<file path="config.mk">
export PLATFORM = sky130hd
export DESIGN_NAME = ftpu_timer_pulse_unit
export DESIGN_NICKNAME = d
export VERILOG_FILES = /design/src/logic/ftpu_timer_pulse_unit.v
export VERILOG_INCLUDE_DIRS = /design/src /design/src/logic
export SDC_FILE = /design/constraint.sdc
export NUM_CORES = 2
export LEC_CHECK = 0
export BUFFER_PORTS_ARGS = -buffer_cell sky130_fd_sc_hd__buf_4
export CAP_MARGIN = 5
export CORE_MARGIN = 3
export CORE_UTILIZATION = 25
export CTS_BUF_LIST = sky130_fd_sc_hd__clkbuf_8
export DETAILED_ROUTE_END_ITERATION = 10
export GPL_ROUTABILITY_DRIVEN = 0
export PLACE_DENSITY = 0.36
export SLEW_MARGIN = 20
export SYNTH_ARGS = -nofsm -noshare
export SYNTH_HDL_FRONTEND = slang
export SYNTH_SLANG_ARGS = --single-unit
</file>
<file path="constraint.sdc">
create_clock -name pclk -period 5.4 [get_ports pclk]
set_clock_uncertainty 0.15 [all_clocks]
set_input_delay 0 -clock pclk [delete_from_list [all_inputs] [get_ports pclk]]
set_output_delay 0 -clock pclk [all_outputs]
set_load 0.01 [all_outputs]
</file>
<file path="src/logic/ftpu_defines.vh">
// Constants of the five-channel timer pulse unit: APB offsets, field positions and reset values.
// Assumes inclusion by bare name from the design file; definitions only.
`ifndef FTPU_DEFINES_VH
`define FTPU_DEFINES_VH

// ==========================================================================
// Shared registers
`define FTPU_OFF_START   8'h00
`define FTPU_OFF_SYNC    8'h04
`define FTPU_OFF_MODE    8'h08
`define FTPU_OFF_STATUS  8'h0C
`define FTPU_OFF_IEN     8'h10

// ==========================================================================
// Channel windows: channel n at (FTPU_CH_FIRST + n) * 0x20, selected by paddr[7:5]
`define FTPU_CH_FIRST    3'h2
`define FTPU_CH_LAST     3'h6
`define FTPU_SUB_CTRL    3'h0
`define FTPU_SUB_IOCTL   3'h1
`define FTPU_SUB_CNT     3'h2
`define FTPU_SUB_GRA     3'h3
`define FTPU_SUB_GRB     3'h4
`define FTPU_SUB_BRA     3'h5
`define FTPU_SUB_BRB     3'h6

// ==========================================================================
// Mode register fields
`define FTPU_MODE_PHASE  5
`define FTPU_MODE_RSPWM  6
`define FTPU_MODE_CPWM   7
`define FTPU_MODE_BUF3   8
`define FTPU_MODE_BUF4   9

// Channel control: clock select [2:0], clear select [4:3]
`define FTPU_CLR_NONE    2'h0
`define FTPU_CLR_A       2'h1
`define FTPU_CLR_B       2'h2
`define FTPU_CLR_SYNC    2'h3

// Reset values and counter maximum
`define FTPU_GR_RESET    16'hFFFF
`define FTPU_CNT_RESET   16'h0000
`define FTPU_CNT_MAX     16'hFFFF

`endif

</file>
<file path="src/logic/ftpu_timer_pulse_unit.v">
// Five-channel 16-bit timer pulse unit with an APB register slave.
// Assumes pins and APB are synchronous to pclk; pin levels are resolved outside from the enables.
//
// Behaviour
// [RL1] Five independent channels, each with a 16-bit up-counter.
// [RL2] Per-channel clock: pclk divided by 1, 2, 4, 8 or one of four external clocks.
// [RL3] Two general registers per channel, each compare or capture independently.
// [RL4] Compare match drives pin 0, 1 or toggles; channel 2 has no toggle.
// [RL5] Capture latches the counter on rising, falling or both pin edges.
// [RL6] Counter clears to zero on compare or capture of register A or B.
// [RL7] In sync mode one counter write loads all synchronized counters together.
// [RL8] In sync mode a clear in one synchronized channel clears all of them that select sync clear.
// [RL9] PWM mode gives any duty per channel; with sync up to five phases.
// [RL10] Channel 2 phase counting mode counts up or down from a quadrature pair.
// [RL11] Channels 3 and 4 give reset-synchronized three-phase PWM, positive and negative.
// [RL12] Channels 3 and 4 give complementary three-phase PWM that never overlaps.
// [RL13] Channels 3 and 4 have buffer registers for capture and compare transfer.
// [RL14] Counter, general and buffer registers are full 16-bit registers on the bus.
// [RL15] Fifteen separate interrupt requests: A, B and overflow per channel.
// [RL16] Register A events of channels 0 to 3 request DMA; channel 4 does not.
// [RL17] Compare and capture events of channels 0 to 3 go out as pattern triggers.
// [RL18] At most twelve pulse outputs and ten pulse inputs in total.
// [RL19] In phase counting, external clocks A and B are the two encoder phases.
// [RL20] Channel 4 has two extra output pins, used only in three-phase PWM modes.
// [RL21] Counter wrap sets the overflow flag and requests its interrupt if enabled.
// [RL22] Clock and capture inputs are synchronized before edges count once each.
//
// The placing of the registers and the APB register port are this design's own decisions.
`timescale 1ns/100ps
`include "ftpu_defines.vh"

module ftpu_timer_pulse_unit #(
  parameter NCH = 5
) (
  input  wire        pclk,
  input  wire        presetn,
  input  wire        psel,
  input  wire        penable,
  input  wire        pwrite,
  input  wire [7:0]  paddr,
  input  wire [31:0] pwdata,
  output reg  [31:0] prdata,
  output reg         pready,
  output reg         pslverr,
  input  wire        ext_clock_in_a,
  input  wire        ext_clock_in_b,
  input  wire        ext_clock_in_c,
  input  wire        ext_clock_in_d,
  input  wire [4:0]  capture_compare_pin_a_in,
  input  wire [4:0]  capture_compare_pin_b_in,
  output reg  [4:0]  capture_compare_pin_a_out,
  output reg  [4:0]  capture_compare_pin_a_oe,
  output reg  [4:0]  capture_compare_pin_b_out,
  output reg  [4:0]  capture_compare_pin_b_oe,
  output reg         extra_pwm_out_a_ch4,
  output reg         extra_pwm_out_b_ch4,
  output reg  [14:0] irq,
  output reg  [3:0]  dma_req,
  output reg  [3:0]  tpc_trig
);

  // ==========================================================================
  // Helpers
  function cap_hit;
    input [2:0] io;
    input       r;
    input       f;
    begin
      cap_hit = io[2] & (io[1] ? (r | f) : (io[0] ? f : r)); // [RL5]
    end
  endfunction

  function pin_next;
    input [2:0] io;
    input       cur;
    input       tog_ok;
    begin
      case (io[1:0])
        2'h1:    pin_next = 1'b0;
        2'h2:    pin_next = 1'b1;
        2'h3:    pin_next = tog_ok ? ~cur : 1'b1; // [RL4]
        default: pin_next = cur;
      endcase
    end
  endfunction

  // ==========================================================================
  // APB decode; zero wait states, answer registered during setup
  wire       setup   = psel & ~penable;
  // A refused address answers with pslverr and must not touch any register.
  wire       wr      = psel & penable & pwrite & pready & ~pslverr;
  wire [2:0] chsel   = paddr[7:5];
  wire [2:0] sub     = paddr[4:2];
  wire       in_ch   = (chsel >= `FTPU_CH_FIRST) && (chsel <= `FTPU_CH_LAST);
  wire [2:0] chidx   = chsel - `FTPU_CH_FIRST;
  wire       wr_com  = wr && (chsel == 3'h0);

  reg  [4:0] start;
  reg  [4:0] sync;
  reg  [9:0] mode;
  reg [14:0] ien;

  wire [79:0] cnt_f;
  wire [79:0] gra_f;
  wire [79:0] grb_f;
  wire [79:0] bra_f;
  wire [79:0] brb_f;
  wire [24:0] ctl_f;
  wire [29:0] io_f;
  wire [14:0] flags;
  wire  [4:0] clr_req;
  wire  [4:0] pin_a;
  wire  [4:0] pin_b;
  wire  [4:0] oe_a;
  wire  [4:0] oe_b;
  wire  [4:0] ev_a;
  wire  [4:0] ev_b;

  wire [4:0] cnt_wr_ch;
  genvar g;
  generate
    for (g = 0; g < NCH; g = g + 1) begin : g_dec
      assign cnt_wr_ch[g] = wr && in_ch && (chidx == g) && (sub == `FTPU_SUB_CNT);
    end
  endgenerate

  wire sync_load = |(cnt_wr_ch & sync); // [RL7]
  wire sync_clr  = |(clr_req & sync);   // [RL8]
  wire rspwm     = mode[`FTPU_MODE_RSPWM];
  wire cpwm      = mode[`FTPU_MODE_CPWM];

  // ==========================================================================
  // Input synchronizers and prescaler
  reg [13:0] s1;
  reg [13:0] s2;
  reg [13:0] s3;
  reg  [2:0] pre;
  wire [13:0] rise = s2 & ~s3; // [RL22]
  wire [13:0] fall = ~s2 & s3;

  always @(posedge pclk or negedge presetn) begin
    if (!presetn) begin
      s1  <= 14'h0000;
      s2  <= 14'h0000;
      s3  <= 14'h0000;
      pre <= 3'h0;
    end else begin
      s1  <= {ext_clock_in_d, ext_clock_in_c, ext_clock_in_b, ext_clock_in_a,
              capture_compare_pin_b_in, capture_compare_pin_a_in}; // [RL18]
      s2  <= s1;
      s3  <= s2;
      pre <= pre + 3'h1;
    end
  end

  wire [7:0] tick_src = {rise[13:10], (pre == 3'h7), (pre[1:0] == 2'h3), pre[0], 1'b1}; // [RL2]

  // ==========================================================================
  // Channels
  generate
    for (g = 0; g < NCH; g = g + 1) begin : g_ch
      reg  [4:0] ctl;
      reg  [5:0] io;
      reg [15:0] cnt; // [RL1]
      reg [15:0] gra;
      reg [15:0] grb;
      reg [15:0] bra;
      reg [15:0] brb;
      reg  [2:0] flg;
      reg        pa;
      reg        pb;
      reg        down;
      wire       phase = (g == 2) && mode[`FTPU_MODE_PHASE];
      wire       cmpl  = (g == 3) && cpwm;
      wire       bufm  = (g == 3) ? mode[`FTPU_MODE_BUF3] : ((g == 4) && mode[`FTPU_MODE_BUF4]);
      wire       qstep = (s2[10] ^ s3[10]) | (s2[11] ^ s3[11]);         // [RL19]
      wire       qup   = s2[10] ^ s3[11];                                // [RL10]
      wire       tick  = start[g] & (phase ? qstep : tick_src[ctl[2:0]]);
      wire       up    = phase ? qup : ~(cmpl & down);
      wire       cap_a = cap_hit(io[2:0], rise[g], fall[g]);
      wire       cap_b = cap_hit(io[5:3], rise[g + 5], fall[g + 5]);
      wire       m_a   = tick & ~io[2] & (cnt == gra);
      wire       m_b   = tick & ~io[5] & (cnt == grb);
      wire       e_a   = m_a | cap_a;
      wire       e_b   = m_b | cap_b;
      wire [1:0] csel  = ((g == 3) && rspwm) ? `FTPU_CLR_A : ctl[4:3];
      wire       own   = ((csel == `FTPU_CLR_A) & e_a) | ((csel == `FTPU_CLR_B) & e_b); // [RL6]
      wire       clr   = own | ((csel == `FTPU_CLR_SYNC) & sync[g] & sync_clr);         // [RL8]
      wire       ovf   = tick & ~clr & (up ? (cnt == `FTPU_CNT_MAX) : (cnt == 16'h0000)); // [RL21]
      wire       rebuf = bufm & (clr | ovf | (cmpl & tick & down & (cnt == 16'h0001)));
      wire [2:0] st_w  = (wr && (paddr == `FTPU_OFF_STATUS)) ? pwdata[3 * g +: 3] : 3'h0;
      wire       wsel  = wr && in_ch && (chidx == g);

      assign cnt_f[16 * g +: 16] = cnt;
      assign gra_f[16 * g +: 16] = gra;
      assign grb_f[16 * g +: 16] = grb;
      assign bra_f[16 * g +: 16] = bra;
      assign brb_f[16 * g +: 16] = brb;
      assign ctl_f[5 * g +: 5]   = ctl;
      assign io_f[6 * g +: 6]    = io;
      assign flags[3 * g +: 3]   = flg;
      assign clr_req[g]          = own;
      assign pin_a[g]            = pa;
      assign pin_b[g]            = pb;
      assign oe_a[g]             = mode[g] | (~io[2] & (io[1:0] != 2'h0));
      assign oe_b[g]             = ~mode[g] & ~io[5] & (io[4:3] != 2'h0);
      assign ev_a[g]             = e_a;
      assign ev_b[g]             = e_b;

      always @(posedge pclk or negedge presetn) begin
        if (!presetn) begin
          ctl  <= 5'h00;
          io   <= 6'h00;
          cnt  <= `FTPU_CNT_RESET;
          gra  <= `FTPU_GR_RESET;
          grb  <= `FTPU_GR_RESET;
          bra  <= `FTPU_GR_RESET;
          brb  <= `FTPU_GR_RESET;
          flg  <= 3'h0;
          pa   <= 1'b0;
          pb   <= 1'b0;
          down <= 1'b0;
        end else begin
          if (wsel && (sub == `FTPU_SUB_CTRL))
            ctl <= pwdata[4:0];
          if (wsel && (sub == `FTPU_SUB_IOCTL))
            io <= pwdata[5:0];
          if (cnt_wr_ch[g] || (sync[g] && sync_load)) begin // [RL7]
            cnt <= pwdata[15:0];                            // [RL14]
          end else if (clr) begin
            cnt <= 16'h0000;
          end else if (tick) begin
            cnt <= up ? cnt + 16'h0001 : cnt - 16'h0001;
          end
          if (cmpl && tick) begin
            if (!down && (cnt == gra))
              down <= 1'b1;
            else if (down && (cnt == 16'h0001))
              down <= 1'b0;
          end else if (!cmpl) begin
            down <= 1'b0;
          end
          if (wsel && (sub == `FTPU_SUB_GRA))
            gra <= pwdata[15:0];
          if (wsel && (sub == `FTPU_SUB_GRB))
            grb <= pwdata[15:0];
          if (wsel && (sub == `FTPU_SUB_BRA))
            bra <= pwdata[15:0];
          if (wsel && (sub == `FTPU_SUB_BRB))
            brb <= pwdata[15:0];
          // Buffered capture keeps the previous value in the buffer register.
          if (cap_a) begin
            gra <= cnt; // [RL3]
            if (bufm)
              bra <= gra; // [RL13]
          end else if (rebuf && !io[2]) begin
            gra <= bra; // [RL13]
          end
          if (cap_b) begin
            grb <= cnt;
            if (bufm)
              brb <= grb;
          end else if (rebuf && !io[5]) begin
            grb <= brb;
          end
          flg <= (flg & ~st_w) | {ovf, e_b, e_a}; // [RL15]
          if (mode[g]) begin
            if (m_a)
              pa <= 1'b1; // [RL9]
            else if (m_b)
              pa <= 1'b0;
          end else begin
            if (m_a)
              pa <= pin_next(io[2:0], pa, g != 2);
            if (m_b)
              pb <= pin_next(io[5:3], pb, g != 2);
          end
        end
      end
    end
  endgenerate

  // ==========================================================================
  // Three-phase PWM from channel 3 counter against three duty registers
  wire [15:0] c3   = cnt_f[63:48];
  wire  [2:0] praw = {c3 < grb_f[79:64], c3 < gra_f[79:64], c3 < grb_f[63:48]};
  reg   [2:0] pdly;
  wire  [2:0] ppos = cpwm ? (praw & pdly) : praw;     // [RL12]
  wire  [2:0] pneg = cpwm ? (~praw & ~pdly) : ~praw;  // [RL11]
  wire        three = rspwm | cpwm;

  // ==========================================================================
  // Registered outputs and shared registers
  always @(posedge pclk or negedge presetn) begin
    if (!presetn) begin
      start                     <= 5'h00;
      sync                      <= 5'h00;
      mode                      <= 10'h000;
      ien                       <= 15'h0000;
      pdly                      <= 3'h0;
      capture_compare_pin_a_out <= 5'h00;
      capture_compare_pin_a_oe  <= 5'h00;
      capture_compare_pin_b_out <= 5'h00;
      capture_compare_pin_b_oe  <= 5'h00;
      extra_pwm_out_a_ch4       <= 1'b0;
      extra_pwm_out_b_ch4       <= 1'b0;
      irq                       <= 15'h0000;
      dma_req                   <= 4'h0;
      tpc_trig                  <= 4'h0;
    end else begin
      if (wr_com && (paddr == `FTPU_OFF_START))
        start <= pwdata[4:0];
      if (wr_com && (paddr == `FTPU_OFF_SYNC))
        sync <= pwdata[4:0];
      if (wr_com && (paddr == `FTPU_OFF_MODE))
        mode <= pwdata[9:0];
      if (wr_com && (paddr == `FTPU_OFF_IEN))
        ien <= pwdata[14:0];
      pdly <= praw;
      capture_compare_pin_a_out <= three ? {ppos[1], pneg[2], pin_a[2:0]} : pin_a;
      capture_compare_pin_a_oe  <= three ? {2'h3, oe_a[2:0]} : oe_a;
      capture_compare_pin_b_out <= three ? {ppos[2], ppos[0], pin_b[2:0]} : pin_b;
      capture_compare_pin_b_oe  <= three ? {2'h3, oe_b[2:0]} : oe_b;
      extra_pwm_out_a_ch4       <= three & pneg[0]; // [RL20]
      extra_pwm_out_b_ch4       <= three & pneg[1];
      irq                       <= flags & ien;     // [RL15]
      dma_req                   <= ev_a[3:0];       // [RL16]
      tpc_trig                  <= ev_a[3:0] | ev_b[3:0]; // [RL17]
    end
  end

  // ==========================================================================
  // Read path
  reg [31:0] rd;
  reg        bad;
  always @* begin
    rd  = 32'h00000000;
    bad = 1'b0;
    if (in_ch) begin
      case (sub)
        `FTPU_SUB_CTRL:  rd[4:0]  = ctl_f[5 * chidx +: 5];
        `FTPU_SUB_IOCTL: rd[5:0]  = io_f[6 * chidx +: 6];
        `FTPU_SUB_CNT:   rd[15:0] = cnt_f[16 * chidx +: 16];
        `FTPU_SUB_GRA:   rd[15:0] = gra_f[16 * chidx +: 16];
        `FTPU_SUB_GRB:   rd[15:0] = grb_f[16 * chidx +: 16];
        `FTPU_SUB_BRA:   rd[15:0] = bra_f[16 * chidx +: 16];
        `FTPU_SUB_BRB:   rd[15:0] = brb_f[16 * chidx +: 16];
        default:         bad      = 1'b1;
      endcase
    end else begin
      case (paddr)
        `FTPU_OFF_START:  rd[4:0]  = start;
        `FTPU_OFF_SYNC:   rd[4:0]  = sync;
        `FTPU_OFF_MODE:   rd[9:0]  = mode;
        `FTPU_OFF_STATUS: rd[14:0] = flags;
        `FTPU_OFF_IEN:    rd[14:0] = ien;
        default:          bad      = 1'b1;
      endcase
    end
    if (paddr[1:0] != 2'h0)
      bad = 1'b1;
  end

  // Answer is prepared in setup so that pready and prdata leave flip-flops.
  always @(posedge pclk or negedge presetn) begin
    if (!presetn) begin
      prdata  <= 32'h00000000;
      pready  <= 1'b0;
      pslverr <= 1'b0;
    end else begin
      pready  <= setup;
      pslverr <= setup & bad;
      if (setup)
        prdata <= (pwrite | bad) ? 32'h00000000 : rd;
    end
  end

endmodule // ftpu_timer_pulse_unit

</file>
; ---- Word level (Yosys, flattened, before mapping)
; Cells that the tools add are included.
[totals]
elab_cells = 659
input_bits = 59
reg_bits = 643
out_inout_bits = 79
[op_classes]
n_eq_ne = 79
muxes = 146
mul = 2
reduce_logical = 139
bitwise = 195
magnitude_cmp = 10
addsub = 9
n_shift = 7
[ops]
columns = op, count
row1 = 16-bit two-way mux, 54
row2 = 80-bit by 8-bit variable part select with 16-bit output, 5
row3 = 16-bit equality test, 10
row4 = 1-bit bitwise AND, 94
row5 = 16-bit by 1-bit adder with 16-bit output (second input constant), 5
row6 = 16-bit equality test (second input constant), 5
row7 = 2-bit equality test (second input constant), 31
row8 = 1-bit logical AND, 60
row9 = 1-bit two-way mux, 58
row10 = 2-bit nonzero test, 28
row11 = 10-bit one-hot mux with 5 select lines, 1
row12 = 16-bit less-than comparator, 3
row13 = 3-bit nonzero test, 14
row14 = 1-bit bitwise OR, 41
row15 = 5-bit one-hot mux with 7 select lines, 1
row16 = 16-bit zero test, 2
row17 = 16-bit by 1-bit subtractor with 16-bit output (second input constant), 2
row18 = 2-bit by 1-bit equality test with 1-bit output (second input constant), 15
row19 = 1-bit inverter, 30
row20 = 3-bit AND reduction, 10
row21 = 30-bit by 7-bit variable part select with 6-bit output, 1
row22 = 5-bit one-hot mux with 5 select lines, 1
row23 = 25-bit by 7-bit variable part select with 5-bit output, 1
row24 = 1-bit one-hot mux with 3 select lines, 8
row25 = 45 further kinds, 107

; ---- Depth between registers and ports, before layout
[logic_depth]
word_depth = 24
mapped_depth = 15
depth_no_buf = 13

; ---- Least setup slack after synthesis
; Ideal clock, no wire load.
[synth_path]
kind = reg-to-reg
startpoint = reg s2[10]
endpoint = reg g_ch[2].cnt[14]
period_less_slack_ns = 3.844
stages_incl_launch_ff = 15
setup_ns = 0.095
slack_ns = 1.556
t_required_ns = 5.155
arrival_ns = 3.598
path_cell_list = dfrtp_1 > xnor2_1 > and2_1 > clkbuf_1 > ha_1 > a21o_1 > a211oi_1 > nor2_1 > o41a_1 > a41o_1 > or4_1 > a31oi_1 > xnor2_1 > mux2i_1 > o31ai_1
[synth_between]
elab_chain_len = 16
elab_cells_between_ends = 75
classes_between = mux: 16 / bitwise: 57 / reduce/logical: 2
[synth_rtl]
columns = element, line
row1 = start: declaration, ftpu_timer_pulse_unit.v:135  ; reg [13:0] s2;
row2 = start signal: assignment, ftpu_timer_pulse_unit.v:144  ; s2 <= 14'h0000;
row3 = start signal: assignment, ftpu_timer_pulse_unit.v:150  ; s2 <= s1;
row4 = 14-bit bitwise AND, ftpu_timer_pulse_unit.v:138  ; wire [13:0] rise = s2 & ~s3;
row5 = 1-bit binary-select mux with 3-bit select, ftpu_timer_pulse_unit.v:178  ; wire tick = start[g] & (phase ? qstep : tick_src[ctl[2:0]]);
row6 = 1-bit two-way mux (implied by the code), ftpu_timer_pulse_unit.v:178
row7 = 1-bit two-way mux, ftpu_timer_pulse_unit.v:178
row8 = 1-bit bitwise AND, ftpu_timer_pulse_unit.v:178
row9 = "1-bit bitwise AND, on equally long branches (2 in a row)", "ftpu_timer_pulse_unit.v:182, ftpu_timer_pulse_unit.v:183"
row10 = "1-bit bitwise OR, on equally long branches", "ftpu_timer_pulse_unit.v:184, ftpu_timer_pulse_unit.v:185"
row11 = 1-bit bitwise AND, ftpu_timer_pulse_unit.v:187  ; wire own = ((csel == `FTPU_CLR_A) & e_a) | ((csel == `FTPU_CLR_B) & e_b);
row12 = 1-bit bitwise OR, ftpu_timer_pulse_unit.v:187
row13 = 5-bit bitwise AND, ftpu_timer_pulse_unit.v:128  ; wire sync_clr = |(clr_req & sync);
row14 = 5-bit OR reduction, ftpu_timer_pulse_unit.v:128
row15 = 1-bit bitwise AND, ftpu_timer_pulse_unit.v:188  ; wire clr = own | ((csel == `FTPU_CLR_SYNC) & sync[g] & sync_clr);
row16 = 1-bit bitwise OR, ftpu_timer_pulse_unit.v:188
row17 = 16-bit two-way mux, ftpu_timer_pulse_unit.v:230  ; end else if (clr) begin
row18 = 16-bit two-way mux, ftpu_timer_pulse_unit.v:228  ; if (cnt_wr_ch[g] || (sync[g] && sync_load)) begin
row19 = end signal: assignment, ftpu_timer_pulse_unit.v:214  ; cnt <= `FTPU_CNT_RESET;
row20 = end signal: assignment, ftpu_timer_pulse_unit.v:229  ; cnt <= pwdata[15:0];
row21 = end signal: assignment, ftpu_timer_pulse_unit.v:233  ; cnt <= up ? cnt + 16'h0001 : cnt - 16'h0001;
row22 = end: declaration, ftpu_timer_pulse_unit.v:164  ; reg [15:0] cnt;
; Parallel ways exist; a longest one is shown, timed or not. The select of a mux whose other input is x is not followed.
; A chain may end at the register's enable or synchronous reset.

; ---- Worst setup path after layout
[layout_path]
startpoint = reg pre[0]
endpoint = reg g_ch[4].grb[15]
[layout_between]
elab_chain_len = 22
elab_cells_between_ends = 76
classes_between = eq/ne: 2 / mux: 13 / bitwise: 58 / reduce/logical: 3
[layout_rtl]
columns = element, line
row1 = start: declaration, ftpu_timer_pulse_unit.v:137  ; reg [2:0] pre;
row2 = start signal: assignment, ftpu_timer_pulse_unit.v:152  ; pre <= pre + 3'h1;
row3 = 3-bit equality test or 2-bit equality test (tied branches), ftpu_timer_pulse_unit.v:156  ; wire [7:0] tick_src = {rise[13:10], (pre == 3'h7), (pre[1:0] == 2'h3), pre[0], 1'b1};
row4 = 1-bit binary-select mux with 3-bit select, ftpu_timer_pulse_unit.v:178
row5 = 1-bit two-way mux (implied by the code), ftpu_timer_pulse_unit.v:178
row6 = 1-bit two-way mux, ftpu_timer_pulse_unit.v:178
row7 = 1-bit bitwise AND, ftpu_timer_pulse_unit.v:178
row8 = "1-bit bitwise AND, on equally long branches (2 in a row)", "ftpu_timer_pulse_unit.v:182, ftpu_timer_pulse_unit.v:183"
row9 = "1-bit bitwise OR, on equally long branches", "ftpu_timer_pulse_unit.v:184, ftpu_timer_pulse_unit.v:185"
row10 = 1-bit bitwise AND, ftpu_timer_pulse_unit.v:187
row11 = [... 4 more ...], --
row12 = 1-bit bitwise OR, ftpu_timer_pulse_unit.v:188
row13 = 1-bit inverter, ftpu_timer_pulse_unit.v:189  ; wire ovf = tick & ~clr & (up ? (cnt == `FTPU_CNT_MAX) : (cnt == 16'h0000));
row14 = 1-bit bitwise AND (2 in a row), ftpu_timer_pulse_unit.v:189
row15 = 1-bit bitwise OR (*), ftpu_timer_pulse_unit.v:190  ; wire rebuf = bufm & (clr | ovf | (cmpl & tick & down & (cnt == 16'h0001)));
row16 = 1-bit bitwise AND (*), ftpu_timer_pulse_unit.v:190
row17 = 1-bit logical AND (*), ftpu_timer_pulse_unit.v:263  ; end else if (rebuf && !io[5]) begin
row18 = 16-bit two-way mux, ftpu_timer_pulse_unit.v:263
row19 = 16-bit two-way mux, ftpu_timer_pulse_unit.v:259  ; if (cap_b) begin
row20 = end signal: assignment, ftpu_timer_pulse_unit.v:216  ; grb <= `FTPU_GR_RESET;
row21 = end signal: assignment, ftpu_timer_pulse_unit.v:260  ; grb <= cnt;
row22 = end signal: assignment, ftpu_timer_pulse_unit.v:264  ; grb <= brb;
row23 = end: declaration, ftpu_timer_pulse_unit.v:166  ; reg [15:0] grb;
; Every way passes the cells marked *; elsewhere a longest branch is shown, timed or not. The select of a mux whose other input is x is not followed.

==> impl_metrics.ini <==
[routing]
viasPerCell = 5.267
ant_nets = 0
num_vias = 30751
drc = 0
drt-wirelength-per-cell_um = 30.55
initialDrtViolationCount = 2827
firstDrtPassIters = 5
wl_um = 178300

[sta]
setup_slack_ns = 0.5032
min_period_ns = 4.897
rsz0062_at_grt = false
drv_slew = 0
fin_crit_sh_pct = 90.68
setup_viol = 0
tightest_slew_ns = 1.039
tns_ns = 0
slew_headroom_pct = 30.72
hold_viol_final = 0
max_freq_mhz = 204.2

[cts]
cts_root_buf = clkbuf_8
numClockSinks = 627
cts_buffers = 135
insertion_delay_ns = 0.89
cts.clk_slew.worst_paths_ns = 0.06
postCtsSetupRepairBufs = 0
cts_tree = yes
clockBufferDepth = 3
cts_max_level = 4

[logic_synthesis]
synthArstFlopShare_pct = 100.0
ys_seq_elements = 627
synthTopCellsByArea = dfstp_2, dfrtp_1, mux4_2, mux2i_1, mux2_2
synth-simple-area-share_pct = 11.51
ys.flop_type = dfstp_2
ys_seq_area_share_pct = 43.02
synth_compound_area_share_pct = 15.07
synth_area_mm2 = 0.03740
synth_area_per_cell_um2 = 10.29
synth_edf_count = 0
synth_top_area_share_pct = 22.48
synth.distinct_cells = 90
synthXorXnorAreaFrac_pct = 5.152
ys.warnings.count = 0
yosysTopAreaCell = dfstp_2
synth_fa_ha_area_share_pct = 3.425
syn_inst = 3636
synth_top_family_by_area = multiplexers
muxShareOfSynthArea_pct = 17.02

[global_routing]
track_usage_pct = 22.95
grt_use_met1_pct = 32.16
use_met3_pct = 3.264
met2_usage_pct = 36.09
grt-busiest-layer = met2
grt_pass1_wl_um = 249900
grt_max_degree = 133
antenna_found_initial = 12
grt_pass1_vias = 30488
gr-total-overflow = 0

[placed_design]
hpwl_um = 125500
numPortBuffers = 105
pre_cts_slack_ns = 0.5272

[setup_path]
crit_path_frequent_cell = ha_1
max_stage_delay_ns = 0.75
slowest_stage = nor4_2
path_cells = ha_1, ha_1, mux4_2, a211oi_2, buf_4, nor4b_1, nor4_2, a31oi_1, nand2b_2, a21oi_2, a211o_1
critPathRequiredTime_ns = 6.07
cp_max_fo = 16
arrival_ns = 5.57
critPathCaptureType = flop
crit_type = flop to flop
setup.worst_path.start_class = flop

[floorplanning]
io_pins = 138
core_area_mm2 = 0.1482
dieArea_mm2 = 0.1543
fp.dieH_um = 392.8
die_w_um = 392.8
row_count = 141
start_util_pct = 25.24

[worst_hold_path]
hold_path_class = input pin to flop

[status]
outcome = finished clean

[power_and_ir_drop]
power_density_mw_per_mm2 = 277.7
ir_worst_vdd_v = 0.0002433
p_leak_nw = 18.75

[layout]
final_common_cell = nand2_1
syn_to_final_growth_pct = 18.71
layout_common_cells = nand2_1, dfstp_2, dfrtp_1, buf_4, nor2_1
nets = 3954
layout-drive-gt1-share_pct = 29.16

[run]
maxCapViolations = 0
==> per-stage QoR <==
step	util [%]	hold WS, ns	instances	area [um^2]	total power [mW]
floorplan	-	-0.4456	3651	37460	5.994
global placement	27.54	-0.03991	5515	40820	6.855
detailed placement	27.54	-0.03795	5515	40820	6.854
CTS	29.94	0.008980	5832	44370	12.51
global route	29.95	0.06491	5834	44390	12.83
finish	29.96	0.07477	5838	44400	12.33
==> metal layers <==
metal / vias to the layer above / wire [um]
li1: 13521 / -
met1: 16052 / 83070
met2: 962 / 80950
met3: 214 / 8255
met4: 2 / 6028
met5: - / 20
==> flip-flops by register name, summed over array words and instances (netlist names), 10 cells and up <==
name / flops
g_ch.bra: 80
g_ch.cnt: 64
g_ch.grb: 80
mode: 10
irq: 15
g_ch.brb: 80
prdata: 16
s3: 14
g_ch.flg: 15
s2: 14
c3: 16
s1: 14
g_ch.gra: 80
g_ch.ctl: 25
ien: 15
g_ch.io: 30
==> final cells by class <==
cell class                 count  area [um^2]
fill                       15403       103800
multi-input combinational   2575        19730
sequential                   627        16090
timing repair buffer         355         2958
tap                         1930         2415
clock buffer                 173         2381
clock inverter                73        442.9
inverter                     100        375.4
antenna                        5        12.51
==> worst max-delay path, delay by kind of cell (launching register included) <==
family | cells | cell delay, ns
and+or+nand+nor | 3 | 1.22
muxes | 1 | 0.49
DFF | 1 | 0.46
AOI/OAI and AO/OA | 4 | 1.64
buffers and inverters | 1 | 0.24
adders and majority gates | 2 | 0.62
==> worst paths after layout <==
| check | startpoint | endpoint | slack (ns) | cells past startpoint |
|---|---|---|---|---|
| max | pre[0] | g_ch[4].grb[15] | 0.50 | 11 |
| min | pwdata[14] | c3[14] | 0.07 | 4 |
| max reg2reg | pre[0] | g_ch[4].grb[15] | 0.50 | 11 |
| min reg2reg | s1[9] | s2[9] | 0.19 | 0 |
| max in group asynchronous | presetn | prdata[3] | 4.03 | 4 |
| min in group asynchronous | presetn | g_ch[1].grb[3] | 0.23 | 3 |
==> cells in the mapped netlist (6+ instances only) <==
cell and count:
a31oi_1 20, o21ai_0 91, a221o_1 33, inv_1 100, and3_1 27, a221oi_1 21
buf_2 11, buf_4 21, nand3_1 49, nand2_1 322, a22o_1 60, mux2i_1 213
a21o_1 14, nand4_1 32, dfstp_2 320, a22oi_1 110, nor3_1 47, dfrtp_1 307
clkbuf_1 281, o21a_1 12, buf_1 34, o22ai_1 44, ha_1 100, nor2_1 276
nand2b_1 20, a211o_1 34, o21ai_1 26, nor2b_1 14, xnor2_1 87, nor4_1 47
and2_1 24, nor3b_1 7, o31ai_1 73, o211ai_1 13, a21oi_1 217, xor2_1 133
a211oi_1 6, mux4_2 95, nand3b_1 16, mux2_2 183
==> power by group <==
part	switching, mW	internal [mW]
Sequential	0.259	4.94
Combinational	1.04	0.598
Clock	2.46	3.03
Total	3.76	8.57
==> cell families after synthesis <==
group | Yosys count
simple gates | 919
mux | 494
fa+ha+maj | 102
other cells | 1
buf+inv | 449
flops | 627
xor+xnor | 220
compound gates | 824
==> timing repair <==
action,CTS,global route
hold endpoints to repair,867,0
hold buffers,71,0
gates resized for setup,0,0
setup endpoints to repair,0,0
(Power assumes the default switching activity.)
